File: src/hw/csw_map.vh
// register offsets, field positions and timing counts for the clock switch block
`ifndef CSW_MAP_VH
`define CSW_MAP_VH
`define CSW_OFF_CTRL      8'h00
`define CSW_OFF_CFG       8'h04
`define CSW_OFF_PWR       8'h08
`define CSW_OFF_STAT      8'h0C
`define CSW_BIT_SWREQ     0
`define CSW_BIT_FAIL      3
`define CSW_BIT_LOCK      5
`define CSW_REQ_LO        8
`define CSW_REQ_HI        10
`define CSW_CUR_LO        12
`define CSW_CUR_HI        14
`define CSW_SRC_FRC       3'h0
`define CSW_SRC_FAST_RC_WITH_PLL    3'h1
`define CSW_SRC_PRI       3'h2
`define CSW_SRC_PRIPLL    3'h3
`define CSW_SRC_LPXTAL    3'h4
`define CSW_SRC_LOW_POWER_RC      3'h5
`define CSW_SETTLE_CYC    4'hA
`define CSW_OST_CYC       16'h0400
`define CSW_FAIL_CYC      8'h40
`define CSW_WAKE_CYC      2'h2
`define CSW_KEY1          8'h46
`define CSW_KEY2          8'h57
`endif

File: src/hw/csw_clock_switch.v
// clock switch, fail-safe monitor and sleep/idle controller with wishbone registers
// Operation
// - switching and monitor only when enable cfg zero
// - switching disabled: ignore request, report initial source
// - switching disabled: switch request held zero
// - equal sources: clear request, abort quietly
// - valid switch clears lock and fail flags
// - start target, wait startup timer, PLL lock
// - count ten new-clock cycles before changeover
// - completion clears request, copies requested source
// - stop old source, keep rc/crystal exceptions
// - cpu run held during the switch, clock gated in the swap step
// - primary submode fixed by configuration only
// - monitor keeps low-power rc on except sleep
// - failure raises trap, falls back to fast rc
// - fallback keeps pll when pll was used
// - sleep or idle only via power-save instruction
// - sleep stops clocks, monitor, clears watchdog
// - wake from sleep on interrupt, reset, watchdog
// - idle halts cpu, clock runs, clears watchdog
// - idle wake resumes cpu two to four cycles
// - interrupt during power-save deferred then wakes
// - fail flag set on detection, software clears
// - request bit one requests, zero means done
`timescale 1ns/1ps
`include "csw_map.vh"
module csw_clock_switch #(
  parameter OST_CYC = 16'h0400
) (
  // clock and reset
  input  wire        clk_i,
  input  wire        rst_i,
  // wishbone slave
  input  wire        cyc_i,
  input  wire        stb_i,
  input  wire        we_i,
  input  wire [7:0]  adr_i,
  input  wire [3:0]  sel_i,
  input  wire [31:0] dat_i,
  output reg  [31:0] dat_o,
  output reg         ack_o,
  // configuration straps
  input  wire        switch_enable_cfg_i,
  input  wire [2:0]  initial_source_cfg_i,
  input  wire [1:0]  primary_submode_cfg_i,
  // oscillator status pins (asynchronous)
  input  wire        src_tick_i,
  input  wire        pll_lock_i,
  input  wire        osc_alive_i,
  // processor side
  input  wire        power_save_instruction_exec_i,
  input  wire        power_save_instruction_sleep_i,
  input  wire        irq_pending_i,
  input  wire        wdt_enable_i,
  input  wire        wdt_timeout_i,
  // outputs
  output reg  [2:0]  sys_src_o,
  output reg  [5:0]  osc_run_o,
  output reg  [1:0]  primary_submode_o,
  output reg         sys_clk_gate_o,
  output reg         cpu_run_o,
  output reg         wdt_clear_o,
  output reg         clock_fail_trap_o,
  output reg         low_power_rc_on_o
);
  localparam ST_IDLE   = 3'h0;
  localparam ST_START  = 3'h1;
  localparam ST_SETTLE = 3'h2;
  localparam ST_SWAP   = 3'h3;
  localparam PW_RUN    = 2'h0;
  localparam PW_IDLE   = 2'h1;
  localparam PW_SLEEP  = 2'h2;
  localparam PW_WAKE   = 2'h3;
  localparam [3:0] SETTLE_LAST = `CSW_SETTLE_CYC - 4'h1;
  localparam [1:0] WAKE_LAST   = `CSW_WAKE_CYC - 2'h1;

  // synchronisers
  reg  [2:0] sync1_reg;
  reg  [2:0] sync2_reg;
  reg        tick_d_reg;
  wire       tick_s   = sync2_reg[0];
  wire       lock_s   = sync2_reg[1];
  wire       alive_s  = sync2_reg[2];
  wire       tick_rise = tick_s & ~tick_d_reg;

  // straps caught after reset release
  reg        cfg_taken_reg;
  reg        sw_en_reg;
  reg  [2:0] init_src_reg;

  reg  [2:0] req_src_reg;
  reg  [2:0] cur_src_reg;
  reg        swreq_reg;
  reg        lock_flag_reg;
  reg        fail_reg;
  reg        lpx_en_reg;
  reg  [1:0] unlock_reg;
  reg  [2:0] st_reg;
  reg  [15:0] cnt_reg;
  reg  [7:0] fail_cnt_reg;
  reg  [1:0] pw_reg;
  reg  [1:0] wake_cnt_reg;
  reg        defer_reg;

  wire       sw_allowed = cfg_taken_reg & ~sw_en_reg;
  wire       mon_on     = sw_allowed & (pw_reg != PW_SLEEP);
  wire       is_pll     = (cur_src_reg == `CSW_SRC_PRIPLL) |
                          (cur_src_reg == `CSW_SRC_FAST_RC_WITH_PLL);
  wire       tgt_pll    = (req_src_reg == `CSW_SRC_PRIPLL) |
                          (req_src_reg == `CSW_SRC_FAST_RC_WITH_PLL);
  wire       tgt_xtal   = (req_src_reg == `CSW_SRC_PRI) | (req_src_reg == `CSW_SRC_PRIPLL) |
                          (req_src_reg == `CSW_SRC_LPXTAL);

  // a write lands at the edge where ack is seen high, as the master sees it
  wire       wr         = cyc_i & stb_i & we_i & ack_o;
  wire       wr_cfg     = wr && adr_i == `CSW_OFF_CFG && sel_i[0];
  wire       wr_ctrl    = wr && adr_i == `CSW_OFF_CTRL && unlock_reg == 2'h2;
  wire       wake_ev    = irq_pending_i | wdt_timeout_i;

  // fallback only from a source that can die; the fast rc is the refuge
  wire       fail_det   = mon_on && (st_reg == ST_IDLE) &&
                          fail_cnt_reg == `CSW_FAIL_CYC &&
                          cur_src_reg != `CSW_SRC_FRC &&
                          cur_src_reg != `CSW_SRC_FAST_RC_WITH_PLL;
  wire [2:0] shown_cur  = sw_allowed ? cur_src_reg : init_src_reg;
  wire [2:0] ost_hi     = 3'h0;

  // read views; unused bits read as zero
  wire [31:0] ctrl_word = {17'h0,
                           shown_cur,
                           1'b0,
                           req_src_reg,
                           2'h0,
                           lock_flag_reg,
                           1'b0,
                           fail_reg,
                           2'h0,
                           swreq_reg};
  wire [31:0] cfg_word  = {26'h0,
                           primary_submode_o,
                           lpx_en_reg,
                           sw_allowed,
                           unlock_reg};
  wire [31:0] stat_word = {24'h0,
                           osc_run_o,
                           pw_reg};

  always @(posedge clk_i) begin
    if (rst_i) begin
      sync1_reg  <= 3'h0;
      sync2_reg  <= 3'h0;
      tick_d_reg <= 1'b0;
    end else begin
      sync1_reg  <= {osc_alive_i, pll_lock_i, src_tick_i};
      sync2_reg  <= sync1_reg;
      tick_d_reg <= tick_s;
    end
  end

  // wishbone: one registered ack per request, one cycle after the strobe, ack drops after one cycle
  always @(posedge clk_i) begin
    if (rst_i) begin
      ack_o <= 1'b0;
      dat_o <= 32'h0;
    end else begin
      ack_o <= cyc_i & stb_i & ~ack_o;
      dat_o <= 32'h0;
      if (cyc_i & stb_i & ~ack_o & ~we_i) begin
        case (adr_i)
          `CSW_OFF_CTRL: dat_o <= ctrl_word;
          `CSW_OFF_CFG:  dat_o <= cfg_word;
          `CSW_OFF_STAT: dat_o <= stat_word;
          default:       dat_o <= 32'h0;
        endcase
      end
    end
  end

  always @(posedge clk_i) begin
    if (rst_i) begin
      cfg_taken_reg     <= 1'b0;
      sw_en_reg         <= 1'b1;
      init_src_reg      <= `CSW_SRC_FRC;
      primary_submode_o <= 2'h0;
      req_src_reg       <= `CSW_SRC_FRC;
      cur_src_reg       <= `CSW_SRC_FRC;
      swreq_reg         <= 1'b0;
      lock_flag_reg     <= 1'b0;
      fail_reg          <= 1'b0;
      lpx_en_reg        <= 1'b0;
      unlock_reg        <= 2'h0;
      st_reg            <= ST_IDLE;
      cnt_reg           <= 16'h0;
      fail_cnt_reg      <= 8'h0;
      clock_fail_trap_o <= 1'b0;
    end else begin
      clock_fail_trap_o <= 1'b0;
      lock_flag_reg     <= lock_s;
      // straps freeze here; later pin changes are ignored
      if (!cfg_taken_reg) begin
        cfg_taken_reg     <= 1'b1;
        sw_en_reg         <= switch_enable_cfg_i;
        init_src_reg      <= initial_source_cfg_i;
        cur_src_reg       <= initial_source_cfg_i;
        req_src_reg       <= initial_source_cfg_i;
        primary_submode_o <= primary_submode_cfg_i;
      end

      // unlock key pair, then one protected write
      if (wr_cfg) begin
        if (dat_i[7:0] == `CSW_KEY1) begin
          unlock_reg <= 2'h1;
        end else if (unlock_reg == 2'h1 && dat_i[7:0] == `CSW_KEY2) begin
          unlock_reg <= 2'h2;
        end else begin
          unlock_reg <= 2'h0;
        end
        if (sel_i[1]) begin
          lpx_en_reg <= dat_i[8];
        end
      end

      if (wr_ctrl) begin
        unlock_reg <= 2'h0;
        if (sel_i[1] && sw_allowed) begin
          req_src_reg <= dat_i[`CSW_REQ_HI:`CSW_REQ_LO];
        end
        if (sel_i[0] && !dat_i[`CSW_BIT_FAIL]) begin
          fail_reg <= 1'b0;
        end
        if (sel_i[0] && dat_i[`CSW_BIT_SWREQ] && sw_allowed && st_reg == ST_IDLE) begin
          swreq_reg <= 1'b1;
        end
      end

      // failure watchdog: counts only while source ticks stop and the alive status is low
      if (!mon_on || tick_rise || st_reg != ST_IDLE || alive_s) begin
        fail_cnt_reg <= 8'h0;
      end else if (fail_cnt_reg != `CSW_FAIL_CYC) begin
        fail_cnt_reg <= fail_cnt_reg + 8'h01;
      end

      // set after the software clear, so a coincident failure wins
      if (fail_det) begin
        fail_reg          <= 1'b1;
        clock_fail_trap_o <= 1'b1;
        cur_src_reg       <= is_pll ? `CSW_SRC_FAST_RC_WITH_PLL : `CSW_SRC_FRC;
        req_src_reg       <= is_pll ? `CSW_SRC_FAST_RC_WITH_PLL : `CSW_SRC_FRC;
        swreq_reg         <= 1'b0;
      end

      // switch sequence; cpu run stays high, system clock gated in ST_SWAP
      case (st_reg)
        ST_IDLE: begin
          if (swreq_reg && !fail_det) begin
            if (req_src_reg == cur_src_reg) begin
              swreq_reg <= 1'b0;
            end else begin
              fail_reg      <= 1'b0;
              lock_flag_reg <= 1'b0;
              cnt_reg       <= 16'h0;
              st_reg        <= ST_START;
            end
          end
        end

        ST_START: begin
          if (tgt_xtal && cnt_reg != OST_CYC)
            cnt_reg <= cnt_reg + 16'h0001;
          else if (!tgt_pll || lock_s) begin
            cnt_reg <= {ost_hi, 13'h0};
            st_reg  <= ST_SETTLE;
          end
        end

        ST_SETTLE: begin
          if (tick_rise) begin
            if (cnt_reg[3:0] == SETTLE_LAST) begin
              st_reg <= ST_SWAP;
            end else begin
              cnt_reg <= cnt_reg + 16'h0001;
            end
          end
        end

        // swap on a source tick so no clock phase is cut short
        ST_SWAP: begin
          if (tick_rise) begin
            cur_src_reg <= req_src_reg;
            swreq_reg   <= 1'b0;
            st_reg      <= ST_IDLE;
          end
        end
        default: st_reg <= ST_IDLE;
      endcase
    end
  end

  // power-save modes
  always @(posedge clk_i) begin
    if (rst_i) begin
      pw_reg       <= PW_RUN;
      wake_cnt_reg <= 2'h0;
      defer_reg    <= 1'b0;
      wdt_clear_o  <= 1'b0;
    end else begin
      wdt_clear_o <= 1'b0;
      case (pw_reg)
        PW_RUN: begin
          if (power_save_instruction_exec_i) begin
            wdt_clear_o <= 1'b1;
            // an interrupt seen with the instruction wakes right after entry
            defer_reg   <= irq_pending_i;
            pw_reg      <= power_save_instruction_sleep_i ? PW_SLEEP : PW_IDLE;
          end
        end

        PW_IDLE, PW_SLEEP: begin
          defer_reg <= 1'b0;
          if (wake_ev || defer_reg) begin
            wake_cnt_reg <= 2'h0;
            pw_reg       <= PW_WAKE;
          end
        end

        PW_WAKE: begin
          if (wake_cnt_reg == WAKE_LAST) begin
            pw_reg <= PW_RUN;
          end else begin
            wake_cnt_reg <= wake_cnt_reg + 2'h1;
          end
        end
        default: pw_reg <= PW_RUN;
      endcase
    end
  end

  // oscillator enables: current and target run, plus the kept low-power rc and crystal; in sleep only the kept ones run
  genvar g;
  generate
    for (g = 0; g < 6; g = g + 1) begin : g_osc
      wire used_cur = (cur_src_reg == g) || (cur_src_reg == `CSW_SRC_PRIPLL && g == `CSW_SRC_PRI) ||
                      (cur_src_reg == `CSW_SRC_FAST_RC_WITH_PLL && g == `CSW_SRC_FRC);
      wire used_tgt = (st_reg != ST_IDLE) && ((req_src_reg == g) ||
                      (req_src_reg == `CSW_SRC_PRIPLL && g == `CSW_SRC_PRI) ||
                      (req_src_reg == `CSW_SRC_FAST_RC_WITH_PLL && g == `CSW_SRC_FRC));
      wire keep     = (g == `CSW_SRC_LPXTAL && lpx_en_reg) ||
                      (g == `CSW_SRC_LOW_POWER_RC && ((mon_on && pw_reg != PW_SLEEP) || wdt_enable_i));
      always @(posedge clk_i) begin
        if (rst_i) begin
          osc_run_o[g] <= 1'b0;
        end else if (pw_reg == PW_SLEEP) begin
          osc_run_o[g] <= keep;
        end else begin
          osc_run_o[g] <= used_cur | used_tgt | keep;
        end
      end
    end
  endgenerate

  always @(posedge clk_i) begin
    if (rst_i) begin
      sys_src_o         <= `CSW_SRC_FRC;
      sys_clk_gate_o    <= 1'b0;
      cpu_run_o         <= 1'b0;
      low_power_rc_on_o <= 1'b0;
    end else begin
      sys_src_o         <= shown_cur;
      sys_clk_gate_o    <= cfg_taken_reg && pw_reg != PW_SLEEP &&
                           st_reg != ST_SWAP;
      cpu_run_o         <= cfg_taken_reg && pw_reg == PW_RUN;
      low_power_rc_on_o <= (mon_on && pw_reg != PW_SLEEP) || wdt_enable_i;
    end
  end
endmodule

File: config.mk
export PLATFORM = sky130hd
export DESIGN_NAME = csw_clock_switch
export DESIGN_NICKNAME = d
export VERILOG_FILES = /design/src/hw/csw_clock_switch.v
export VERILOG_INCLUDE_DIRS = /design/src /design/src/hw
export SDC_FILE = /design/constraint.sdc
export NUM_CORES = 1
export LEC_CHECK = 0
export ABC_AREA = 0
export ABC_CLOCK_PERIOD_IN_PS = 5400
export BUFFER_PORTS_ARGS = -buffer_cell sky130_fd_sc_hd__buf_4
export CORE_MARGIN = 4
export CORE_UTILIZATION = 46
export DETAILED_ROUTE_END_ITERATION = 7
export HOLD_SLACK_MARGIN = 0.02
export PLACE_DENSITY = 0.71
export SLEW_MARGIN = 30
export SYNTH_ARGS = -nofsm -noshare
export SYNTH_HDL_FRONTEND = slang
export SYNTH_SLANG_ARGS = --single-unit
File: constraint.sdc
create_clock -name clk_i -period 5.4 [get_ports clk_i]
set_clock_uncertainty 0.15 [all_clocks]
set_input_delay 1.35 -clock clk_i [delete_from_list [all_inputs] [get_ports clk_i]]
set_output_delay 1.35 -clock clk_i [all_outputs]
set_load 0.005 [all_outputs]
==> results.sh, run 1 <==
export IMPL_outcome="finished clean"
export IMPL_crit_start="adr_i[5]"
export IMPL_min_path_type="register to register"
export IMPL_syn2layout_area_growth_pct=15.8
export IMPL_postPlaceCellArea_um2=4730
export IMPL_rsz0062_at_grt="false"
export IMPL_synth_top_family_by_area="simple AND/OR/NAND/NOR gates"
export IMPL_crit_end="req_src_reg[0]"
export IMPL_drive_gt1_frac=0.191
export IMPL_fin_area_um2=4930
export IMPL_worstPathRequired_ns=5.48
export IMPL_holdPathStages=1
export IMPL_synth_top_area_cell="dfxtp_1"
export IMPL_syn_area_um2=4260
export IMPL_fin_ws_ns=2.42
export IMPL_avgSynthCellArea_um2=8.68
export IMPL_gp_congestion=0.842
export IMPL_hold_path_startpoint="sync1_reg[2]"
export IMPL_die_h_um=104
export IMPL_grt_use_met2=0.301
export IMPL_finalHoldViolations=0
export IMPL_cts_root_buf="clkbuf_8"
export IMPL_hpwl_um=7260
export IMPL_final_common_cell="dfxtp_1"
export IMPL_insertion_delay_ns=0.37
export IMPL_drtIter0Drc=158
export IMPL_ctsHoldBuffers=0
export IMPL_maxCapViolations=0
export IMPL_regToRegEndpoint="cnt_reg[5]"
export IMPL_vdd_ir_drop_max_uv=128
export IMPL_power_total_mw=1.36
export IMPL_postRouteWirelength_um=10100
export IMPL_grt_max_degree=59
export IMPL_gr_total_overflow=0
export IMPL_dp_slack_ns=2.04
export IMPL_cts_setup_buffers=0
export IMPL_gr_usage_met3=0.0422
export IMPL_cts_resized=0
export IMPL_firstDrtPassIters=4
export IMPL_finalSetupTns_ns=0
export IMPL_drv_slew=0
export IMPL_synthFlopType="dfxtp_1"
export IMPL_synthCells=491
export IMPL_vias=3660
export IMPL_synth_compound_area_frac=0.128
export IMPL_fmax_mhz=336
export IMPL_postRouteAntennaNets=0
export IMPL_r2r_slack_ns=2.50
export IMPL_r2r_cells=7
export IMPL_antenna_found_initial=0
export IMPL_ys_seq_elements=86
export IMPL_path_clk_slew_ns=0.09
export IMPL_cts_sinks=86
export IMPL_crit_type="input pin to register"
export IMPL_cts_tree="yes"
export IMPL_die_w_um=104
export IMPL_r2r_start="st_reg[0]"
export IMPL_num_rows=34
export IMPL_worst_pin_slew_ns=0.914
export IMPL_post_route_min_period_ns=2.98
export IMPL_synth_top_area_frac=0.404
export IMPL_drt_wirelength_per_cell_um=15.3
export IMPL_finalCritPeriodShare=0.551
export IMPL_use_met1=0.229
export IMPL_via_per_inst=5.55
export IMPL_setup_viol=0
export IMPL_initial_utilization=0.481
export IMPL_synth_xor_xnor_area_share=0.0206
export IMPL_arrival_ns=3.06
export IMPL_largest_reg_flops=16
export IMPL_synth_mux_area_frac=0.0402
export IMPL_end_kind="register"
export IMPL_powerDensity_nw_per_um2=275
export IMPL_cts_buffers=9
export IMPL_top_usage_layer="met2"
export IMPL_htree_levels=3
export IMPL_ys_async_sr_fraction=0
export IMPL_fill_cells=822
export IMPL_cts_buffer_depth=2
export IMPL_ys_warnings_count=0
export IMPL_ys_types=58
export IMPL_slew_headroom=0.385
export IMPL_drcViolationCount=0
export IMPL_dieArea_um2=10900
export IMPL_layout_nets=623
export IMPL_antenna_cells=0
export IMPL_core_area_um2=8850
export IMPL_ioPinCount=112
export IMPL_synthTopCellsByArea="dfxtp_1 (40%), nor2_1 (4.7%), ha_1 (4.1%), mux2i_1 (3.8%), buf_4 (3.3%)"
export IMPL_synth_seq_area_share=0.404
export IMPL_critPathLaunchType="input pin"
export IMPL_synth_fa_ha_area_frac=0.0411
export IMPL_track_usage=0.182
export IMPL_final_cell_mix="dfxtp_1 (86), buf_4 (70), nor2_1 (53)"
export IMPL_synth_simple_area_share=0.281
export IMPL_cp_max_fo=5
export IMPL_portBuffers=70
export IMPL_synth_edff_count=0
export IMPL_grt_pass1_vias=3452
export IMPL_grt_pass1_wl_um=16500
export IMPL_p_leak_nw=1.93
-- logic make-up (layout without fill, tap and decap cells) --
group / Yosys count / count (layout)
other: 1 / 18
xor gates and xnor gates: 10 / 10
buffers and inverters: 70 / 113
muxes: 17 / 17
adders and majority gates: 14 / 14
DFF: 86 / 86
AOI/OAI and AO/OA: 81 / 81
and+or+nand+nor: 212 / 212
-- worst max-delay path, cell delays in order --
cell and delay [ns]:
buf_4 0.11, or4_4 0.57, nor4_4 0.39, and3_1 0.34, mux2i_1 0.21, o22ai_1 0.09
-- layout make-up --
type / count / area, µm² / area share
multi-input cells: 352 / 2240 / 0.455
clock inverters: 6 / 68.8 / 0.0139
inverters: 27 / 101 / 0.0205
flip-flops and latches: 86 / 1720 / 0.349
clock buffers: 10 / 138 / 0.0279
well taps: 108 / 135 / 0.0274
repair buffers: 70 / 526 / 0.106
-- synthesized netlist by cell type (6+ instances only) --
master,n
nand4_1,12
nand2b_1,7
o32ai_1,13
nor2b_1,12
a21oi_1,26
buf_4,19
clkbuf_1,14
a211oi_1,16
nor2_1,53
ha_1,14
buf_2,7
inv_1,27
nand2_1,33
and3_1,13
dfxtp_1,86
mux2i_1,16
nand3_1,23
nor3_1,11
o21ai_0,6
-- worst min path at each step --
stage              endpoint
4_1_cts        sync2_reg[2]
3_5_place_dp   sync2_reg[2]
2_1_floorplan  sync2_reg[0]
5_1_grt        sync2_reg[0]
6_report       sync2_reg[2]
3_3_place_gp   sync2_reg[0]
-- metrics by stage --
| step | hold slack, ns | util | instances |
|---|---|---|---|
| 2_1_floorplan | 0.264 | - | 508 |
| 3_3_place_gp | 0.274 | 0.534 | 643 |
| 3_5_place_dp | 0.278 | 0.534 | 643 |
| 4_1_cts | 0.300 | 0.558 | 659 |
| 5_1_grt | 0.316 | 0.558 | 659 |
| 6_report | 0.295 | 0.558 | 659 |
-- where the power goes --
part	total (mW)	leakage, nW	switching (mW)	internal, mW
Clock	0.471	0.103	0.242	0.229
Combinational	0.202	1.12	0.106	0.0966
Sequential	0.685	0.699	0.0255	0.659
-- per-layer routing --
| metal | part of all wire | vias to the layer above |
|---|---|---|
| met1 | 0.44 | 1733 |
| met2 | 0.49 | 99 |
| met4 | 0.019 | 0 |
| met3 | 0.056 | 16 |
| li1 | - | 1812 |
| met5 | 0 | - |
No activity file was read; power rests on OpenSTA's default activity.
==> inputs of run 2 (changes only) <==
- ABC_CLOCK_PERIOD_IN_PS: 5400 -> 2800
- clock period: 5.4 -> 2.8 ns (I/O delays scaled with it)
==> results.sh, run 2 (same netlist as run 1, synthesis figures left out) <==
export IMPL_ioPinCount=112
export IMPL_outcome="finished clean"
export IMPL_num_rows=34
export IMPL_worstPathRequired_ns=2.89
export IMPL_vdd_ir_drop_max_uv=267
export IMPL_combPwrFrac=0.154
export IMPL_seqPwrFrac=0.498
export IMPL_min_path_type="register to register"
export IMPL_holdPathStages=1
export IMPL_fmax_mhz=414
export IMPL_p_sw_uw=752
export IMPL_regToRegEndpoint="cnt_reg[13]"
export IMPL_maxCapViolations=0
export IMPL_drv_slew=0
export IMPL_core_area_um2=8850
export IMPL_multi_input_area_um2=2240
export IMPL_largest_reg_flops=16
export IMPL_p_int_mw=1.89
export IMPL_postRouteWirelength_um=10100
export IMPL_gr_total_overflow=0
export IMPL_setup_viol=0
export IMPL_drtIter0Drc=226
export IMPL_stdcell_count=672
export IMPL_gp_congestion=0.870
export IMPL_drive_gt1_frac=0.209
export IMPL_portBuffers=70
export IMPL_arrival_ns=2.51
export IMPL_vias=3670
export IMPL_fill_cells=790
export IMPL_hold_path_startpoint="sync1_reg[2]"
export IMPL_cts_buffers=9
export IMPL_seq_area_um2=1720
export IMPL_grt_pass1_wl_um=16400
export IMPL_finalCritPeriodShare=0.862
export IMPL_drcViolationCount=0
export IMPL_dieArea_um2=10900
export IMPL_final_common_cell="dfxtp_1"
export IMPL_end_kind="register"
export IMPL_slew_headroom=0.564
export IMPL_hpwl_um=7380
export IMPL_insertion_delay_ns=0.37
export IMPL_layout_nets=636
export IMPL_post_route_min_period_ns=2.41
export IMPL_grt_max_degree=31
export IMPL_clkPwrFrac=0.348
export IMPL_crit_type="register to register"
export IMPL_cts_sinks=86
export IMPL_slowest_stage="a32o_1"
export IMPL_ctsHoldBuffers=0
export IMPL_postPlaceCellArea_um2=4830
export IMPL_grt_pass1_vias=3432
export IMPL_r2r_start="cnt_reg[0]"
export IMPL_die_h_um=104
export IMPL_holdWs_ns=0.291
export IMPL_critPathMaxStageDelay_ns=0.43
export IMPL_antenna_found_initial=0
export IMPL_cts_root_buf="clkbuf_8"
export IMPL_worst_pin_slew_ns=0.648
export IMPL_r2r_cells=8
export IMPL_critPathLaunchType="register"
export IMPL_cp_cell_sequence="inv_1 > ha_1 > nor4b_1 > nand4_1 > a32o_1 > buf_4 > a211oi_1 > o32ai_1"
export IMPL_drt_wirelength_per_cell_um=15.0
export IMPL_finalHoldViolations=0
export IMPL_cp_max_fo=11
export IMPL_via_per_inst=5.46
export IMPL_powerDensity_nw_per_um2=524
export IMPL_crit_buf_inv=2
export IMPL_crit_start="cnt_reg[0]"
export IMPL_die_w_um=104
export IMPL_htree_levels=3
export IMPL_dp_cells=656
export IMPL_postRouteAntennaNets=0
export IMPL_fin_area_um2=5030
export IMPL_cts_buffer_depth=2
export IMPL_cts_tree="yes"
export IMPL_r2r_slack_ns=0.39
export IMPL_cp_top_family="compound AO/OA/AOI/OAI gates"
export IMPL_firstDrtPassIters=5
export IMPL_path_clk_slew_ns=0.09
export IMPL_rsz0062_at_grt="false"
export IMPL_syn2layout_area_growth_pct=18.2
export IMPL_final_util=0.569
export IMPL_min_to="sync2_reg[2]"
export IMPL_final_cell_mix="dfxtp_1 (86), buf_4 (83), nor2_1 (53)"
export IMPL_track_usage=0.182
export IMPL_switching_share=0.285
export IMPL_p_leak_nw=1.99
export IMPL_cts_setup_buffers=0
export IMPL_cts_resized=0
export IMPL_antenna_cells=0
export IMPL_finalSetupTns_ns=0
export IMPL_initial_utilization=0.481
[run 2: cell type report]
type	instances	area share
sequential	86	0.342
timing repair buffer	83	0.124
clock buffer	9	0.0246
inverter	27	0.0201
clock inverter	7	0.0169
multi-input combinational	352	0.446
tap	108	0.0268
[run 2: stage by stage]
| stage | power [mW] | setup WS, ns |
|---|---|---|
| 2_1_floorplan | 1.61 | 0.369 |
| 3_3_place_gp | 1.73 | 0.276 |
| 3_5_place_dp | 1.74 | 0.253 |
| 4_1_cts | 2.65 | 0.377 |
| 5_1_grt | 2.75 | 0.169 |
| 6_report | 2.64 | 0.386 |
[run 2: worst max-delay path by stage]
stage	end	slack, ns	cells past startpoint
2_1_floorplan	req_src_reg[0]	0.37	6
3_3_place_gp	dat_o[13]	0.28	6
3_5_place_dp	dat_o[13]	0.25	6
4_1_cts	cnt_reg[9]	0.38	8
5_1_grt	cnt_reg[14]	0.17	8
6_report	cnt_reg[13]	0.39	8
[run 2: worst reg2reg max path, stage by stage, from the launching register on]
cell and delay (ns):
dfxtp_1 0.36, inv_1 0.11, ha_1 0.15, nor4b_1 0.28
nand4_1 0.26, a32o_1 0.43, buf_4 0.24, a211oi_1 0.22
o32ai_1 0.10
[run 2: power groups by stage]
| stage | Clock (mW) | Combinational, mW | Sequential, mW |
|---|---|---|---|
| after CTS | 0.931 | 0.405 | 1.31 |
| after global placement | 0 | 0.387 | 1.34 |
| final | 0.919 | 0.406 | 1.31 |
| after detailed placement | 0 | 0.403 | 1.34 |
| after global routing | 0.986 | 0.446 | 1.32 |
| after floorplan | 0 | 0.286 | 1.33 |
[run 2: metal layers]
metal / up-vias / GRT usage / share of wire
met5: - / 0 / 0
met4: 0 / 0.0665 / 0.018
met3: 17 / 0.0453 / 0.055
met2: 114 / 0.299 / 0.47
met1: 1705 / 0.230 / 0.46
li1: 1834 / - / -
==> inputs of run 3 (changes only) <==
- GPL_TIMING_DRIVEN: unset -> 0
==> results.sh, run 3 (same netlist as run 1, synthesis figures left out) <==
export IMPL_outcome="finished clean"
export IMPL_crit_type="register to register"
export IMPL_finalHoldViolations=0
export IMPL_switching_share=0.280
export IMPL_fmax_mhz=378
export IMPL_combPwrFrac=0.164
export IMPL_setup_viol=0
export IMPL_antenna_found_initial=0
export IMPL_num_rows=34
export IMPL_worstPathRequired_ns=2.91
export IMPL_vdd_ir_drop_max_uv=402
export IMPL_vias=3917
export IMPL_slew_headroom=0.393
export IMPL_hpwl_um=7980
export IMPL_arrival_ns=2.75
export IMPL_p_int_mw=1.93
export IMPL_ctsHoldBuffers=0
export IMPL_worst_pin_slew_ns=0.902
export IMPL_fin_ws_ns=0.157
export IMPL_grt_pass1_wl_um=17700
export IMPL_drtIter0Drc=234
export IMPL_postRouteAntennaNets=0
export IMPL_postRouteWirelength_um=10700
export IMPL_maxCapViolations=0
export IMPL_grt_max_degree=17
export IMPL_clkPwrFrac=0.350
export IMPL_initial_utilization=0.481
export IMPL_critPathLaunchType="register"
export IMPL_dieArea_um2=10900
export IMPL_dp_slack_ns=0.110
export IMPL_cts_buffer_depth=2
export IMPL_gp_congestion=0.873
export IMPL_power_total_mw=2.69
export IMPL_final_common_cell="buf_4"
export IMPL_p_leak_nw=2.15
export IMPL_cts_root_buf="clkbuf_8"
export IMPL_end_kind="register"
export IMPL_syn2layout_area_growth_pct=23.6
export IMPL_drive_gt1_frac=0.236
export IMPL_drt_wirelength_per_cell_um=15.1
export IMPL_htree_levels=3
export IMPL_insertion_delay_ns=0.37
export IMPL_drcViolationCount=0
export IMPL_core_area_um2=8850
export IMPL_path_clk_slew_ns=0.10
export IMPL_drv_slew=0
export IMPL_largest_reg_flops=16
export IMPL_powerDensity_nw_per_um2=510
export IMPL_die_w_um=104
export IMPL_final_cell_mix="buf_4 (97), dfxtp_1 (86), nor2_1 (53)"
export IMPL_min_path_type="register to register"
export IMPL_die_h_um=104
export IMPL_finalCritPeriodShare=0.944
export IMPL_cts_buffers=9
export IMPL_antenna_cells=0
export IMPL_ioPinCount=112
export IMPL_portBuffers=70
export IMPL_layout_nets=674
export IMPL_cp_max_fo=10
export IMPL_via_per_inst=5.52
export IMPL_cts_tree="yes"
export IMPL_seqPwrFrac=0.486
export IMPL_cts_sinks=86
export IMPL_firstDrtPassIters=5
export IMPL_gr_total_overflow=0
export IMPL_grt_pass1_vias=3836
export IMPL_post_route_min_period_ns=2.64
export IMPL_track_usage=0.195
export IMPL_p_sw_uw=753
-- run 3: cell count changes in the layout (fill, tap and decap cells not counted), moves of 2 or more --
cell      before  now
buf_2          0    7
buf_4         83   97
buf_6          0    2
clkinv_4       2    0
clkbuf_1       0   14
inv_6          1    3
-- run 3: power by group through the flow --
stage               registers (mW)  clock network (mW)  logic (mW)
floorplan                     1.33                   0       0.286
global placement              1.33                   0       0.421
detailed placement            1.33                   0       0.434
CTS                           1.30               0.956       0.436
global route                  1.31                1.01       0.491
finish                        1.30               0.941       0.441
-- run 3: path summary, 6_finish.rpt --
path,start,to,slack (ns),depth (start not counted)
max,pw_reg[0],cnt_reg[10],0.16,8
min reg2reg,sync1_reg[2],sync2_reg[2],0.28,1
max reg2reg,pw_reg[0],cnt_reg[10],0.16,8
min,sync1_reg[2],sync2_reg[2],0.28,1
-- run 3: timing repair --
action	in CTS	in global routing
resized for setup	0	1
endpoints found under the setup margin	0	10
setup buffers	0	8
-- run 3: final cells by class --
| cell class | instances | area, µm² |
|---|---|---|
| flip-flops and latches | 86 | 1720 |
| inverters | 27 | 101 |
| multi-input cells | 352 | 2250 |
| fillers | 791 | 3580 |
| plain buffers | 43 | 256 |
| clock buffers | 10 | 138 |
| repair buffers | 78 | 586 |
| well taps | 108 | 135 |
| clock inverters | 6 | 75.1 |
-- run 3: layer usage --
layer  routed length [µm]  global-route usage
met5                    0                   0
met4                  263              0.0779
met3                  614              0.0490
met2                 5090               0.320
met1                 4760               0.246
-- run 3: critical path, cell delays in order, from the launching register on --
cell and delay (ns):
dfxtp_1 0.41, inv_1 0.09, ha_1 0.28, nor4bb_2 0.38, nand4b_2 0.29, nand4_1 0.32
buf_2 0.28, a211oi_1 0.08, o32ai_1 0.25
-- run 3: through the flow --
stage | hold slack (ns) | utilization | setup TNS (ns) | std cells | instance area, µm²
floorplan | 0.264 | - | 0 | 508 | 4320
CTS | 0.294 | 0.587 | 0 | 702 | 5200
global route | 0.310 | 0.595 | -0.0139 | 710 | 5260
detailed placement | 0.278 | 0.563 | 0 | 686 | 4980
global placement | 0.278 | 0.563 | 0 | 686 | 4980
finish | 0.285 | 0.595 | 0 | 710 | 5260
